===== src/hdl/ahs_defines.vh =====
// Register map, field positions, reset values and method codes of the axis homing sequencer.
`ifndef AHS_DEFINES_VH
`define AHS_DEFINES_VH

// Byte offsets of the register words.
`define AHS_OFS_CTRL 5'h00
`define AHS_OFS_METHOD 5'h04
`define AHS_OFS_ASSIGN 5'h08
`define AHS_OFS_STATUS 5'h0c
`define AHS_OFS_HOMEPOS 5'h10
`define AHS_OFS_COORD 5'h14

// Control word bits, write-one actions.
`define AHS_CTRL_START 0
`define AHS_CTRL_ABORT 1

// Input assignment word bits.
`define AHS_ASN_REF 0
`define AHS_ASN_NEG 1
`define AHS_ASN_POS 2

// Status word bits.
`define AHS_ST_BUSY 0
`define AHS_ST_DONE 1
`define AHS_ST_ERR 2
`define AHS_ST_MOVING 3
`define AHS_ST_DIR 4
`define AHS_ST_ECODE_LO 8

// Error codes.
`define AHS_ERR_NONE 2'h0
`define AHS_ERR_METHOD 2'h1
`define AHS_ERR_INPUT 2'h2

// Reset values.
`define AHS_RST_METHOD 6'h00
`define AHS_RST_ASSIGN 3'h0

// Homing method codes.
`define AHS_M_LIMIDX_NEG 6'h01
`define AHS_M_LIMIDX_POS 6'h02
`define AHS_M_REFIDX_P 6'h08
`define AHS_M_REFREAR_P 6'h0a
`define AHS_M_REFIDX_N 6'h0c
`define AHS_M_REFREAR_N 6'h0e
`define AHS_M_LIM_NEG 6'h11
`define AHS_M_LIM_POS 6'h12
`define AHS_M_REF_P 6'h18
`define AHS_M_REF_N 6'h1c
`define AHS_M_IDX_N 6'h21
`define AHS_M_IDX_P 6'h22
`define AHS_M_DATASET 6'h25

`endif


===== src/hdl/ahs_homing_sequencer.v =====
// Homing sequencer for one servo axis with its Avalon-MM register slave.
`timescale 1ns/100ps
`include "ahs_defines.vh"

////////////////////////////////////////////////////////////////////////////////
module ahs_homing_sequencer (
   // Clock and reset
   input wire clk_sys,
   input wire rst,
   // Avalon-MM slave
   input wire [4:0] avs_address,
   input wire avs_read,
   input wire avs_write,
   input wire [31:0] avs_writedata,
   input wire [3:0] avs_byteenable,
   output reg [31:0] avs_readdata,
   output wire avs_waitrequest,
   // Switch and encoder pins
   input wire nearReferenceSwitch,
   input wire negativeLimitInput,
   input wire positiveLimitInput,
   input wire indexPulse,
   // Encoder position from the same-clock counter
   input wire [31:0] encoderPos,
   // Motion command to the drive
   output reg motionEnable_r,
   output reg motionDir_r,
   // Status and coordinate
   output reg homeBusy_r,
   output reg homeDone_r,
   output reg homeError_r,
   output reg [31:0] posCoord_r
);

   localparam S_IDLE = 3'h0;
   localparam S_LEAVE = 3'h1;
   localparam S_SEEK = 3'h2;
   localparam S_CLEAR = 3'h3;
   localparam S_INDEX = 3'h4;
   localparam S_STOP = 3'h5;

   localparam K_REFIDX = 3'h0;
   localparam K_REFREAR = 3'h1;
   localparam K_REF = 3'h2;
   localparam K_LIMIDX = 3'h3;
   localparam K_LIM = 3'h4;
   localparam K_IDX = 3'h5;
   localparam K_SET = 3'h6;

   // Trigger select: which input the seek and clear phases watch.
   localparam T_REF = 2'h0;
   localparam T_NEG = 2'h1;
   localparam T_POS = 2'h2;

   ////////////////////////////////////////////////////////////////////////////////
   // Pin synchronisers with agreement filter.

   wire [3:0] pinIn;
   wire [3:0] pinRise;
   wire [3:0] pinFall;
   wire [3:0] pinLvl;

   assign pinIn = {indexPulse, positiveLimitInput, negativeLimitInput, nearReferenceSwitch};

   genvar gi;
   generate
      for (gi = 0; gi < 4; gi = gi + 1) begin : g_pin
         reg s1_r;
         reg s2_r;
         reg s3_r;
         reg lvl_r;
         always @(posedge clk_sys) begin
            if (rst) begin
               s1_r <= 1'b0;
               s2_r <= 1'b0;
               s3_r <= 1'b0;
               lvl_r <= 1'b0;
            end else begin
               s1_r <= pinIn[gi];
               s2_r <= s1_r;
               s3_r <= s2_r;
               if (s2_r == s3_r) begin
                  lvl_r <= s3_r;
               end
            end
         end
         assign pinLvl[gi] = lvl_r;
         // A level high is active for every pin, limits included.
         assign pinRise[gi] = (s2_r == s3_r) & s3_r & ~lvl_r;
         assign pinFall[gi] = (s2_r == s3_r) & ~s3_r & lvl_r;
      end
   endgenerate

   wire refFall = pinFall[0];
   wire idxRise = pinRise[3];

   ////////////////////////////////////////////////////////////////////////////////
   // Avalon-MM slave: one wait state on every access.

   reg ack_r;
   reg [5:0] method_r;
   reg [2:0] assign_r;
   reg [31:0] homePos_r;
   reg [1:0] errCode_r;
   reg [2:0] state_r;

   wire acc = avs_read | avs_write;
   assign avs_waitrequest = acc & ~ack_r;
   wire wrTake = avs_write & ack_r;
   wire wrCtrl = wrTake & (avs_address == `AHS_OFS_CTRL) & avs_byteenable[0];
   wire wrStat = wrTake & (avs_address == `AHS_OFS_STATUS) & avs_byteenable[0];
   wire startReq = wrCtrl & avs_writedata[`AHS_CTRL_START];
   wire abortReq = wrCtrl & avs_writedata[`AHS_CTRL_ABORT];

   reg [31:0] rdMux;
   always @* begin
      rdMux = 32'h0;
      case (avs_address)
         `AHS_OFS_METHOD: rdMux = {26'h0, method_r};
         `AHS_OFS_ASSIGN: rdMux = {29'h0, assign_r};
         `AHS_OFS_STATUS: begin
            rdMux[`AHS_ST_BUSY] = homeBusy_r;
            rdMux[`AHS_ST_DONE] = homeDone_r;
            rdMux[`AHS_ST_ERR] = homeError_r;
            rdMux[`AHS_ST_MOVING] = motionEnable_r;
            rdMux[`AHS_ST_DIR] = motionDir_r;
            rdMux[`AHS_ST_ECODE_LO + 1:`AHS_ST_ECODE_LO] = errCode_r;
         end
         `AHS_OFS_HOMEPOS: rdMux = homePos_r;
         `AHS_OFS_COORD: rdMux = posCoord_r;
         default: rdMux = 32'h0;
      endcase
   end

   always @(posedge clk_sys) begin
      if (rst) begin
         ack_r <= 1'b0;
         avs_readdata <= 32'h0;
         method_r <= `AHS_RST_METHOD;
         assign_r <= `AHS_RST_ASSIGN;
      end else begin
         ack_r <= acc & ~ack_r;
         if (avs_read & ~ack_r) begin
            avs_readdata <= rdMux;
         end
         // Configuration is frozen while a sequence runs so the decode cannot shift mid-move.
         if (wrTake & ~homeBusy_r & avs_byteenable[0]) begin
            if (avs_address == `AHS_OFS_METHOD) begin
               method_r <= avs_writedata[5:0];
            end
            if (avs_address == `AHS_OFS_ASSIGN) begin
               assign_r <= avs_writedata[2:0];
            end
         end
      end
   end

   ////////////////////////////////////////////////////////////////////////////////
   // Method decode.

   reg mValid;
   reg [2:0] mKind;
   reg mHomePos;
   reg mInputsOk;
   always @* begin
      mValid = 1'b1;
      mKind = K_SET;
      mHomePos = 1'b1;
      mInputsOk = 1'b1;
      case (method_r)
         `AHS_M_REFIDX_P: begin mKind = K_REFIDX; mHomePos = 1'b1; end
         `AHS_M_REFIDX_N: begin mKind = K_REFIDX; mHomePos = 1'b0; end
         `AHS_M_REFREAR_P: begin mKind = K_REFREAR; mHomePos = 1'b1; end
         `AHS_M_REFREAR_N: begin mKind = K_REFREAR; mHomePos = 1'b0; end
         `AHS_M_REF_P: begin mKind = K_REF; mHomePos = 1'b1; end
         `AHS_M_REF_N: begin mKind = K_REF; mHomePos = 1'b0; end
         `AHS_M_LIMIDX_POS: begin
            mKind = K_LIMIDX;
            mHomePos = 1'b0;
            mInputsOk = assign_r[`AHS_ASN_POS];
         end
         `AHS_M_LIMIDX_NEG: begin
            mKind = K_LIMIDX;
            mHomePos = 1'b1;
            mInputsOk = assign_r[`AHS_ASN_NEG];
         end
         `AHS_M_LIM_NEG: begin
            mKind = K_LIM;
            mHomePos = 1'b0;
            mInputsOk = assign_r[`AHS_ASN_NEG];
         end
         `AHS_M_LIM_POS: begin
            mKind = K_LIM;
            mHomePos = 1'b1;
            mInputsOk = assign_r[`AHS_ASN_POS];
         end
         `AHS_M_IDX_N: begin mKind = K_IDX; mHomePos = 1'b0; end
         `AHS_M_IDX_P: begin mKind = K_IDX; mHomePos = 1'b1; end
         `AHS_M_DATASET: mKind = K_SET;
         default: mValid = 1'b0;
      endcase
      if (mKind == K_REFIDX || mKind == K_REFREAR || mKind == K_REF) begin
         mInputsOk = assign_r[`AHS_ASN_REF] & assign_r[`AHS_ASN_NEG];
      end
   end

   ////////////////////////////////////////////////////////////////////////////////
   // Sequencer.

   reg [2:0] kind_r;
   reg homeDir_r;
   reg [1:0] trig_r;

   // For the limit methods the watched limit is the one on the side the axis first moves to.
   wire limitSel = mHomePos ^ (mKind == K_LIMIDX);
   wire [1:0] mTrig = (mKind == K_REFIDX || mKind == K_REFREAR || mKind == K_REF) ? T_REF :
                      (limitSel ? T_POS : T_NEG);
   wire trigRise = pinRise[trig_r];
   wire trigFall = pinFall[trig_r];
   wire mTrigLvl = pinLvl[mTrig];
   wire refKind = (mKind == K_REFIDX || mKind == K_REFREAR || mKind == K_REF);

   always @(posedge clk_sys) begin
      if (rst) begin
         state_r <= S_IDLE;
         kind_r <= K_SET;
         homeDir_r <= 1'b1;
         trig_r <= T_REF;
         motionEnable_r <= 1'b0;
         motionDir_r <= 1'b1;
         homeBusy_r <= 1'b0;
         homeDone_r <= 1'b0;
         homeError_r <= 1'b0;
         errCode_r <= `AHS_ERR_NONE;
         homePos_r <= 32'h0;
         posCoord_r <= 32'h0;
      end else begin
         posCoord_r <= encoderPos - homePos_r;
         // Software clears sticky flags by writing one; a same-cycle set below overrides it.
         if (wrStat & avs_writedata[`AHS_ST_DONE]) begin
            homeDone_r <= 1'b0;
         end
         if (wrStat & avs_writedata[`AHS_ST_ERR]) begin
            homeError_r <= 1'b0;
         end
         case (state_r)
            S_IDLE: begin
               if (startReq) begin
                  kind_r <= mKind;
                  homeDir_r <= mHomePos;
                  trig_r <= mTrig;
                  if (!mValid || !mInputsOk) begin
                     homeError_r <= 1'b1;
                     errCode_r <= mValid ? `AHS_ERR_INPUT : `AHS_ERR_METHOD;
                  end else begin
                     homeBusy_r <= 1'b1;
                     homeDone_r <= 1'b0;
                     errCode_r <= `AHS_ERR_NONE;
                     if (mKind == K_SET) begin
                        state_r <= S_STOP;
                     end else if (mKind == K_IDX) begin
                        motionEnable_r <= 1'b1;
                        motionDir_r <= mHomePos;
                        state_r <= S_INDEX;
                     end else if (refKind && mTrigLvl) begin
                        // Start inside the reference: back out of it first.
                        motionEnable_r <= 1'b1;
                        motionDir_r <= ~mHomePos;
                        state_r <= S_LEAVE;
                     end else if (mKind == K_LIMIDX && mTrigLvl) begin
                        motionEnable_r <= 1'b1;
                        motionDir_r <= mHomePos;
                        state_r <= S_CLEAR;
                     end else begin
                        // Index edges seen here are not yet watched.
                        motionEnable_r <= 1'b1;
                        motionDir_r <= (mKind == K_LIMIDX) ? ~mHomePos : mHomePos;
                        state_r <= S_SEEK;
                     end
                  end
               end
            end
            S_LEAVE: begin
               if (refFall) begin
                  motionDir_r <= homeDir_r;
                  state_r <= S_SEEK;
               end
            end
            S_SEEK: begin
               if (trigRise) begin
                  if (kind_r == K_REF || kind_r == K_LIM) begin
                     motionEnable_r <= 1'b0;
                     state_r <= S_STOP;
                  end else if (kind_r == K_REFIDX) begin
                     state_r <= S_INDEX;
                  end else if (kind_r == K_REFREAR) begin
                     state_r <= S_CLEAR;
                  end else begin
                     motionDir_r <= homeDir_r;
                     state_r <= S_CLEAR;
                  end
               end
            end
            S_CLEAR: begin
               // For K_REFREAR and K_LIMIDX, index search opens only once the switch or limit has gone inactive.
               if (trigFall) begin
                  state_r <= S_INDEX;
               end
            end
            S_INDEX: begin
               if (idxRise) begin
                  motionEnable_r <= 1'b0;
                  state_r <= S_STOP;
               end
            end
            S_STOP: begin
               motionEnable_r <= 1'b0;
               homePos_r <= encoderPos;
               homeBusy_r <= 1'b0;
               homeDone_r <= 1'b1;
               state_r <= S_IDLE;
            end
            default: state_r <= S_IDLE;
         endcase
         if (abortReq && state_r != S_IDLE) begin
            motionEnable_r <= 1'b0;
            homeBusy_r <= 1'b0;
            state_r <= S_IDLE;
         end
      end
   end

endmodule


===== config.mk =====
export PLATFORM = sky130hd
export DESIGN_NAME = ahs_homing_sequencer
export DESIGN_NICKNAME = d
export VERILOG_FILES = /design/src/hdl/ahs_homing_sequencer.v
export VERILOG_INCLUDE_DIRS = /design/src /design/src/hdl
export SDC_FILE = /design/constraint.sdc
export NUM_CORES = 1
export LEC_CHECK = 0
export BUFFER_PORTS_ARGS = -buffer_cell sky130_fd_sc_hd__clkbuf_2
export CAP_MARGIN = 40
export CORE_MARGIN = 1.5
export CORE_UTILIZATION = 56
export DETAILED_ROUTE_END_ITERATION = 16
export PLACE_DENSITY_LB_ADDON = 0.1
export SYNTH_ARGS = -nofsm -noshare
export SYNTH_HDL_FRONTEND = slang
export SYNTH_SLANG_ARGS = --single-unit

===== constraint.sdc =====
create_clock -name clk_sys -period 4.56 [get_ports clk_sys]
set_input_delay 0.684 -clock clk_sys [delete_from_list [all_inputs] [get_ports clk_sys]]
set_output_delay 0.684 -clock clk_sys [all_outputs]
set_load 0.01 [all_outputs]

* Yosys cells after proc, flatten, opt, wreduce, memory -nomap -nowiden
Cells that the tools add are included.
** Operators by class
- Reduce and logical (&&, ||, !) cells :: 35
- Equality and inequality tests :: 46
- Mux-type cells :: 63
- $add $sub $neg :: 1
- $lt $le $gt $ge :: 2
- Bitwise logic cells :: 42
** Operators with widths (number)
- $pmux 22 s2 :: 1
- $mux 1 :: 34
- $sub 32x32->32 :: 1
- $and 1x1->1 :: 30
- $mux 3 :: 10
- $pmux 5 s5 :: 1
- $eq 6x4->1 const B :: 4
- $eq 6x5->1 const B :: 4
- $ne 2x2->1 const B :: 11
- $eq 6x6->1 const B :: 3
- $pmux 3 s6 :: 1
- $reduce_or 2->1 :: 9
- $eq 3x2->1 const B :: 5
- $eq 3x3->1 const B :: 5
- $pmux 3 s5 :: 1
- $reduce_or 13->1 :: 1
- $eq 5x4->1 const B :: 2
- $eq 5x5->1 const B :: 2
- $mux 2 :: 5
- $not 1->1 :: 10
- $eq 3x1->1 const B :: 3
- $logic_not 3->1 :: 3
- $pmux 3 s3 :: 1
- $reduce_and 9->1 :: 1
- 24 further kinds :: 41
** Word-level totals
- Bits in registers :: 138
- Word-level logic and storage cells :: 221
- Bits of input ports :: 81

* Longest topological paths before layout
Gate-level depths: netlist of run 1.
- Word-level depth :: 17
- Mapped depth :: 10
- Mapped depth without buffers :: 10

* Least setup slack after synthesis of run 1
No wires, ideal clock.
- Kind :: input port to flip-flop
- Start :: input port encoderPos[6]
- End :: register posCoord_r[25]
- Cell stages on the path :: 7
- Slack :: 1.695 ns
- Arrival time :: 2.744 ns
- Path buffers :: 0
- Library setup time :: 0.121 ns
- Cell sequence :: ha_1 > a2111o_1 > o22a_1 > a21bo_2 > a311o_1 > a31oi_1 > mux2_2
** Between the ends
- Word-level cells in the longest chain between the ends :: 1
** Ends and longest elaborated chain
- from (decl) :: RTL line ahs_homing_sequencer.v:24 : input wire [31:0] encoderPos,
- $sub 32x32->32 :: RTL line ahs_homing_sequencer.v:238 : posCoord_r <= encoderPos - homePos_r;
- to (signal assigned) :: RTL line ahs_homing_sequencer.v:238
- to (decl) :: RTL line ahs_homing_sequencer.v:32 : output reg [31:0] posCoord_r
Every way passes these cells.
A chain may end at the register's enable or synchronous reset.

* Final worst setup path of run 1
- Start :: register homePos_r[1]
- End :: register posCoord_r[25]
** Between the ends
- Word-level cells in the longest chain between the ends :: 1
** Ends and longest elaborated chain
- from (decl) :: RTL line ahs_homing_sequencer.v:103 : reg [31:0] homePos_r;
- from (signal assigned) :: RTL line ahs_homing_sequencer.v:318 : homePos_r <= encoderPos;
- $sub 32x32->32 :: RTL line ahs_homing_sequencer.v:238
Every way passes these cells.

==> summary.md, run 1 <==
| Metric | Value |
|---|---|
| Critical path class | `flip-flop to flip-flop` |
| Reg2reg path depth | `9` |
| Initial antenna violation count | `0` |
| Post-CTS Hold Buffers | `0` |
| First-pass GRT wire length | `31,600 µm` |
| Most frequent cells after synthesis | `dfxtp_1, nand2_1, nor2_1, a21oi_1, clkbuf_1` |
| R2R Setup Slk | `1720 ps` |
| Worst Hold Launch | `g_pin[2].s1_r` |
| Yosys warning count | `0` |
| Die extent in x | `118 µm` |
| GRT Residual Overflow | `0` |
| Via count | `between 7,000 and 8,000` |
| IO Port Bufs | `about 120` |
| Vias in the first global route | `between 6,000 and 7,000` |
| Synth top area share | `0.371` |
| Cell count after synthesis | `942` |
| Slew Limit Headroom | `0.446` |
| Sequential Power Share | `0.406` |
| Hold Path Stages | `1` |
| CP arrival | `between 3000 and 4000 ps` |
| Final setup fails | `0` |
| H-Tree Depth | `4` |
| Slowest CP cell | `a311o_1` |
| Synthesized Nets | `1,063` |
| Sw Pwr | `0.000757 W` |
| FFs w/ async S/R, synth | `0` |
| Syn_area_per_cell | `7.91 µm²` |
| Pin count of the biggest net entering global routing | `just over 60` |
| Cell Area, Synth | `between 7000 and 8000 µm²` |
| Drt first pass iters | `4` |
| Share of cells above drive strength 1 | `0.170` |
| Skew-Pair Late Insertion Delay | `420 ps` |
| Post-synthesis cell type count | `between 60 and 70` |
| Combinational cell fraction of total power | `0.115` |
| Cts repair resizes | `0` |
| Hold Path Class | `flip-flop to flip-flop` |
| Final hold vios | `0` |
| CP top delay family | `compound AO/OA/AOI/OAI gates` |
| Area Overhead vs Synth | `18.1%` |
| Root Driver | `clkbuf_16` |
| DRT antenna net count | `0` |
| Setup TNS | `0 ps` |
| Max Transition Viols Final | `0` |
| RR Endpoint | `posCoord_r[25]` |
| Worst path max stage delay | `approximately 450 ps` |
| Synth area leader | `dfxtp_1` |
| Tmin final | `2840 ps` |
| Largest cells by area after synthesis | `dfxtp_1, ha_1, a21oi_1` |
| CTS tree | `done` |
| Placed Instance Area | `8150 µm²` |
| Initial core utilization | `0.581` |
| Drt drc | `0` |
| Final wirelength | `19,200 µm` |
| Vias per cell | `roughly 5.8` |
| Nets@finish | `roughly 1,200` |
| Routability cong. | `between 0.9 and 1` |
| WP data required | `4860 ps` |
| I/O pin total | `approximately 150` |
| Startpoint types | `flip-flop` |
| Post-detail-place hpwl | `~14,000 µm` |
| Worst VDD drop | `274 µV` |
| Die ar. | `14,000 µm²` |
| Setup Buffers After CTS | `0` |
| Post-route design area | `8800 µm²` |
| RSZ-0062 raised after global routing | `false` |
| All-Layer GR Usage | `0.277` |
| Reg2reg start | `homePos_r[1]` |
| Clock-pin slew on the worst setup and hold paths | `60 ps` |
| Primary FF master, synth | `dfxtp_1` |
| Slew @ Worst Pin | `roughly 800 ps` |
| Skew final | `approximately 5.5 ps` |
| P_leak | `approximately 3.5 nW` |
| Worst Hold End | `g_pin[2].s2_r` |
| Ant diodes | `0` |
| EDFF count, synth | `0` |
| Crit path buf inv count | `1` |
| Routed WL per cell | `15.8 µm` |
| Std-Cell Rows | `between 40 and 50` |
| Status | `complete, no violations` |
| Area of the core | `12,800 µm²` |
| Sw frac | `0.240` |
| F_max | `352 MHz` |
| PD cells | `359 nW/µm²` |
| Internal power | `0.00240 W` |
| Worst Setup End Kind | `flip-flop` |
| Die H | `118 µm` |
| CTS Buffer Depth | `2` |
| Clock Power Share | `0.479` |
| Period utilization | `0.622` |
| Total CTS buffers | `17` |
| Max Cap Viol | `0` |
| Post-synthesis sequential element count | `about 140` |
| CTS sink count | `~140` |
| Crit Path Max Fanout | `5` |
| Crit-path cells | `inv_1 -> ha_1 -> nor2b_1 -> o31a_1 -> o22a_1 -> a21bo_2 -> a311o_1 -> a31oi_1 -> mux2_2` |
| Most instantiated library cell after synthesis | `dfxtp_1` |
| Drt first-iter violations | `between 600 and 700` |
| Post-synthesis sequential area ratio | `0.371` |
[per-stage QoR]
step	util	worst slack [ps]	hold slack, ps	total power, W	cells
after global routing	0.686	1560	455	0.00327	1216
after detailed placement	0.636	1380	426	0.00167	1185
after CTS	0.686	1730	439	0.00317	1216
final	0.686	1720	433	0.00316	1216
after floorplan	-	1690	414	0.00153	942
after global placement	0.632	1370	420	0.00166	1183
[registers in the layout, indices dropped and copies added (netlist names), 2 cells and up]
name,count
errCode_r,2
assign_r,3
g_pin.s3_r,4
method_r,6
g_pin.s1_r,4
trig_r,2
posCoord_r,32
avs_readdata,32
state_r,3
kind_r,3
g_pin.s2_r,4
homePos_r,32
g_pin.lvl_r,4
[worst max-delay path by stage]
stage / cells after the start / to / startpoint
2_1_floorplan: 7 / posCoord_r[25] / encoderPos[6]
3_3_place_gp: 8 / posCoord_r[25] / encoderPos[6]
3_5_place_dp: 11 / posCoord_r[28] / encoderPos[0]
4_1_cts: 9 / posCoord_r[25] / homePos_r[1]
5_1_grt: 11 / posCoord_r[28] / encoderPos[0]
6_report: 9 / posCoord_r[25] / homePos_r[1]
[layout by cell type (no fill, tap or decap), types with 5 or more instances in the layout]
cell       count
nand4_1        8
a22oi_1        7
nor2_1       108
inv_1         48
nor3b_1        6
a21o_1        14
nor3_1        47
a22o_1         7
and2_1         8
clkbuf_2     120
bufinv_16      5
nand2_1      108
clkbuf_16     17
a21oi_1       91
buf_4          8
o21ai_0       27
dfxtp_1      138
nand3_1       18
nor2b_1       25
xor2_1         8
o21a_1         8
a211oi_1       7
mux2_2         6
a31oi_1        7
xnor2_1       11
or3_1          8
mux2i_1       18
ha_1          39
a221oi_1      29
nand2b_1      13
[logic make-up (layout without fill, tap and decap cells)]
logic type | after synthesis | in the layout | share of synthesized area
XOR/XNOR | 19 | 19 | 0.0223
flip-flops | 138 | 138 | 0.371
buffers and inverters | 107 | 209 | 0.0547
AND/OR/NAND/NOR | 375 | 375 | 0.237
AO/OA/AOI/OAI | 238 | 238 | 0.210
adder cells (fa/ha/maj) | 40 | 40 | 0.0682
multiplexers | 25 | 25 | 0.0363
[power by group through the flow]
| stage | registers, W | logic (W) | clock network, W |
|---|---|---|---|
| 2_1_floorplan | 0.00132 | 0.000213 | 0 |
| 3_3_place_gp | 0.00131 | 0.000353 | 0 |
| 3_5_place_dp | 0.00131 | 0.000358 | 0 |
| 4_1_cts | 0.00128 | 0.000361 | 0.00153 |
| 5_1_grt | 0.00129 | 0.000402 | 0.00158 |
| 6_report | 0.00128 | 0.000363 | 0.00151 |
[layer usage]
layer	GRT usage	part of all wire
met1	0.414	0.49
met2	0.404	0.42
met3	0.0507	0.072
met4	0.0808	0.014
met5	0	0
[cell type report]
class                   count  area [µm²]
flip-flops and latches    138        2760
fillers                  1118        4020
well taps                 172         215
repair buffers            130         703
clock buffers              20         457
multi-input cells         697        4290
inverters                  48         180
clock inverters            11         194
Note: power is estimated with default switching activity, not from simulation.
==> inputs of run 2 (changes only) <==
Clock period 4.56 ns to 2.75 ns, I/O delays scaled along.
==> run 2 against run 1 <==
Compared with the run above:
- total power up 64%
- highest routed layer unchanged
- utilization up 1.6 points
- sequential power up 66%
- largest cell class unchanged
- worst setup slack worse by 1600 ps
- critical path type unchanged
- critical path depth unchanged
- design area up 2.3%
- critical endpoint unchanged
- clock skew up 2.6 ps
==> summary.md, run 2 (synthesis results as in run 1) <==
| Metric | Value |
|---|---|
| I/O pin total | `151 (unchanged)` |
| GRT Residual Overflow | `0 (unchanged)` |
| RSZ-0062 raised after global routing | `false` |
| FF+latch area | `2760 µm² (unchanged)` |
| Slew Limit Headroom | `0.477 (+0.0311)` |
| Post-Place Setup Slack | `-14.2 ps (-1400 ps)` |
| First-pass GRT wire length | `32,800 µm (+3.8%)` |
| CTS tree | `done` |
| Routed WL per cell | `16.2 µm (+2.5%)` |
| CTS Buffer Depth | `2 (unchanged)` |
| Commonest non-fill, non-tap cell in the layout | `dfxtp_1` |
| CP arrival | `2890 ps (-250 ps)` |
| R2R Setup Slk | `170 ps (-1560 ps)` |
| Total CTS buffers | `17 (unchanged)` |
| Placed Instance Area | `8370 µm² (+2.7%)` |
| Hold Path Class | `input pin to flip-flop` |
| Drt first-iter violations | `629 (+3.1%)` |
| Critical path class | `flip-flop to flip-flop` |
| Fill count | `1,085 (-3.0%)` |
| Nets@finish | `1,183 (+2.6%)` |
| Area of the core | `12,800 µm² (unchanged)` |
| Vias per cell | `5.79 (-0.83%)` |
| Initial antenna violation count | `0 (unchanged)` |
| Die ar. | `14,000 µm² (unchanged)` |
| PD cells | `575 nW/µm² (+60%)` |
| Pin count of the biggest net entering global routing | `74 (+21%)` |
| Std-Cell Rows | `41 (unchanged)` |
| Final wirelength | `20,200 µm (+4.9%)` |
| Die extent in x | `118 µm (unchanged)` |
| Tmin final | `2580 ps (-253 ps)` |
| Area Overhead vs Synth | `20.9%` |
| Via count | `7,203 (+1.5%)` |
| Period utilization | `0.940 (+0.317)` |
| Most frequent cells in the layout | `dfxtp_1, clkbuf_2, nor2_1, nand2_1, a21oi_1` |
| Startpoint types | `flip-flop` |
| Final setup fails | `0 (unchanged)` |
| Die H | `118 µm (unchanged)` |
| Ant diodes | `0 (unchanged)` |
| Post-route design area | `9010 µm² (+2.3%)` |
| Skew final | `8.07 ps (+2.55 ps)` |
| Area of the multi-input gates | `4300 µm² (+0.23%)` |
| Root Driver | `clkbuf_16` |
| Final Core Density | `0.702 (+0.0161)` |
| Share of cells above drive strength 1 | `0.196 (+0.0252)` |
| Skew-Pair Late Insertion Delay | `420 ps (about the same)` |
| Clock-pin slew on the worst setup and hold paths | `60 ps (about the same)` |
| DRT antenna net count | `0 (unchanged)` |
| Initial core utilization | `0.581 (unchanged)` |
| Slew @ Worst Pin | `785 ps (-39.0 ps)` |
| Worst Setup End Kind | `flip-flop` |
| P_leak | `3.63 nW (+3.7%)` |
| Top flop regs | `avs_readdata: 32 flops, homePos_r: 32 flops, posCoord_r: 32 flops` |
| Max Transition Viols Final | `0 (unchanged)` |
| Final hold vios | `0 (unchanged)` |
| H-Tree Depth | `4 (unchanged)` |
| Routability cong. | `0.956 (-0.48%)` |
| Worst VDD drop | `414 µV (+51%)` |
| Max Cap Viol | `0 (unchanged)` |
| Setup Buffers After CTS | `0 (unchanged)` |
| F_max | `387 MHz (+9.8%)` |
| CTS sink count | `138 (unchanged)` |
| IO Port Bufs | `121 (unchanged)` |
| Crit Path Max Fanout | `4 (-1)` |
| Post-detail-place hpwl | `14,500 µm (+5.7%)` |
| Drt first pass iters | `5 (+1)` |
| All-Layer GR Usage | `0.290 (+0.0121)` |
| Drt drc | `0 (unchanged)` |
| WP data required | `3060 ps (-1800 ps)` |
| Status | `complete, no violations` |
| Vias in the first global route | `6,550 (+3.1%)` |
| PnR worst setup slack | `166 ps (-1560 ps)` |
-- run 2: cell types whose count changed in the layout (fill, tap and decap cells not counted), sizes merged --
cell      change
clkinvlp      +1
bufinv        -1
buf          +30
clkbuf        -1
-- run 2: timing repair --
| item | CTS | global route |
|---|---|---|
| gates resized for setup | 0 | 2 |
| hold buffers | 0 | 0 |
| setup endpoints to repair | 0 | 3 |
-- run 2: final timing paths --
| path | from | cells after the start | end |
|---|---|---|---|
| max | homePos_r[1] | 9 | posCoord_r[25] |
| min reg2reg | g_pin[1].s1_r | 1 | g_pin[1].s2_r |
| min | positiveLimitInput | 2 | g_pin[2].s1_r |
| max reg2reg | homePos_r[1] | 9 | posCoord_r[25] |
-- run 2: per-layer routing --
layer,track usage,vias up,routed length (µm)
met4,0.0793,0,290
met5,0,-,0
met2,0.434,260,8770
li1,-,3570,-
met3,0.0690,21,1450
met1,0.415,3352,9660
-- run 2: through the flow --
step	cells	hold slack (ps)	total power [W]	TNS, ps
after floorplan	942	414	0.00254	0
after global placement	1215	417	0.00278	-1.19
after detailed placement	1215	422	0.00279	-25.1
after CTS	1245	196	0.00519	0
after global routing	1245	210	0.00536	0
final	1245	203	0.00518	0
-- run 2: worst max-delay path: stages, from the launching register on --
cell and delay (ps):
dfxtp_1 400, inv_1 60, ha_1 260, nor2b_1 140, o31a_1 250, o22a_1 240
a21bo_2 230, a311o_1 390, a31oi_1 160, mux2_2 340
-- run 2: cell type report --
class                           count  area share
Sequential cell                   138       0.307
Clock buffer                       19      0.0503
Multi-Input combinational cell    697       0.477
Tap cell                          172      0.0239
Clock inverter                     11      0.0190
Timing Repair Buffer              160       0.103
Inverter                           48      0.0200
-- run 2: where the power goes --
part           switching, W  leakage [nW]  internal, W
clock              0.000871         0.301      0.00156
combinational      0.000364          2.21     0.000264
sequential        0.0000493          1.13      0.00208
total               0.00128          3.63      0.00390
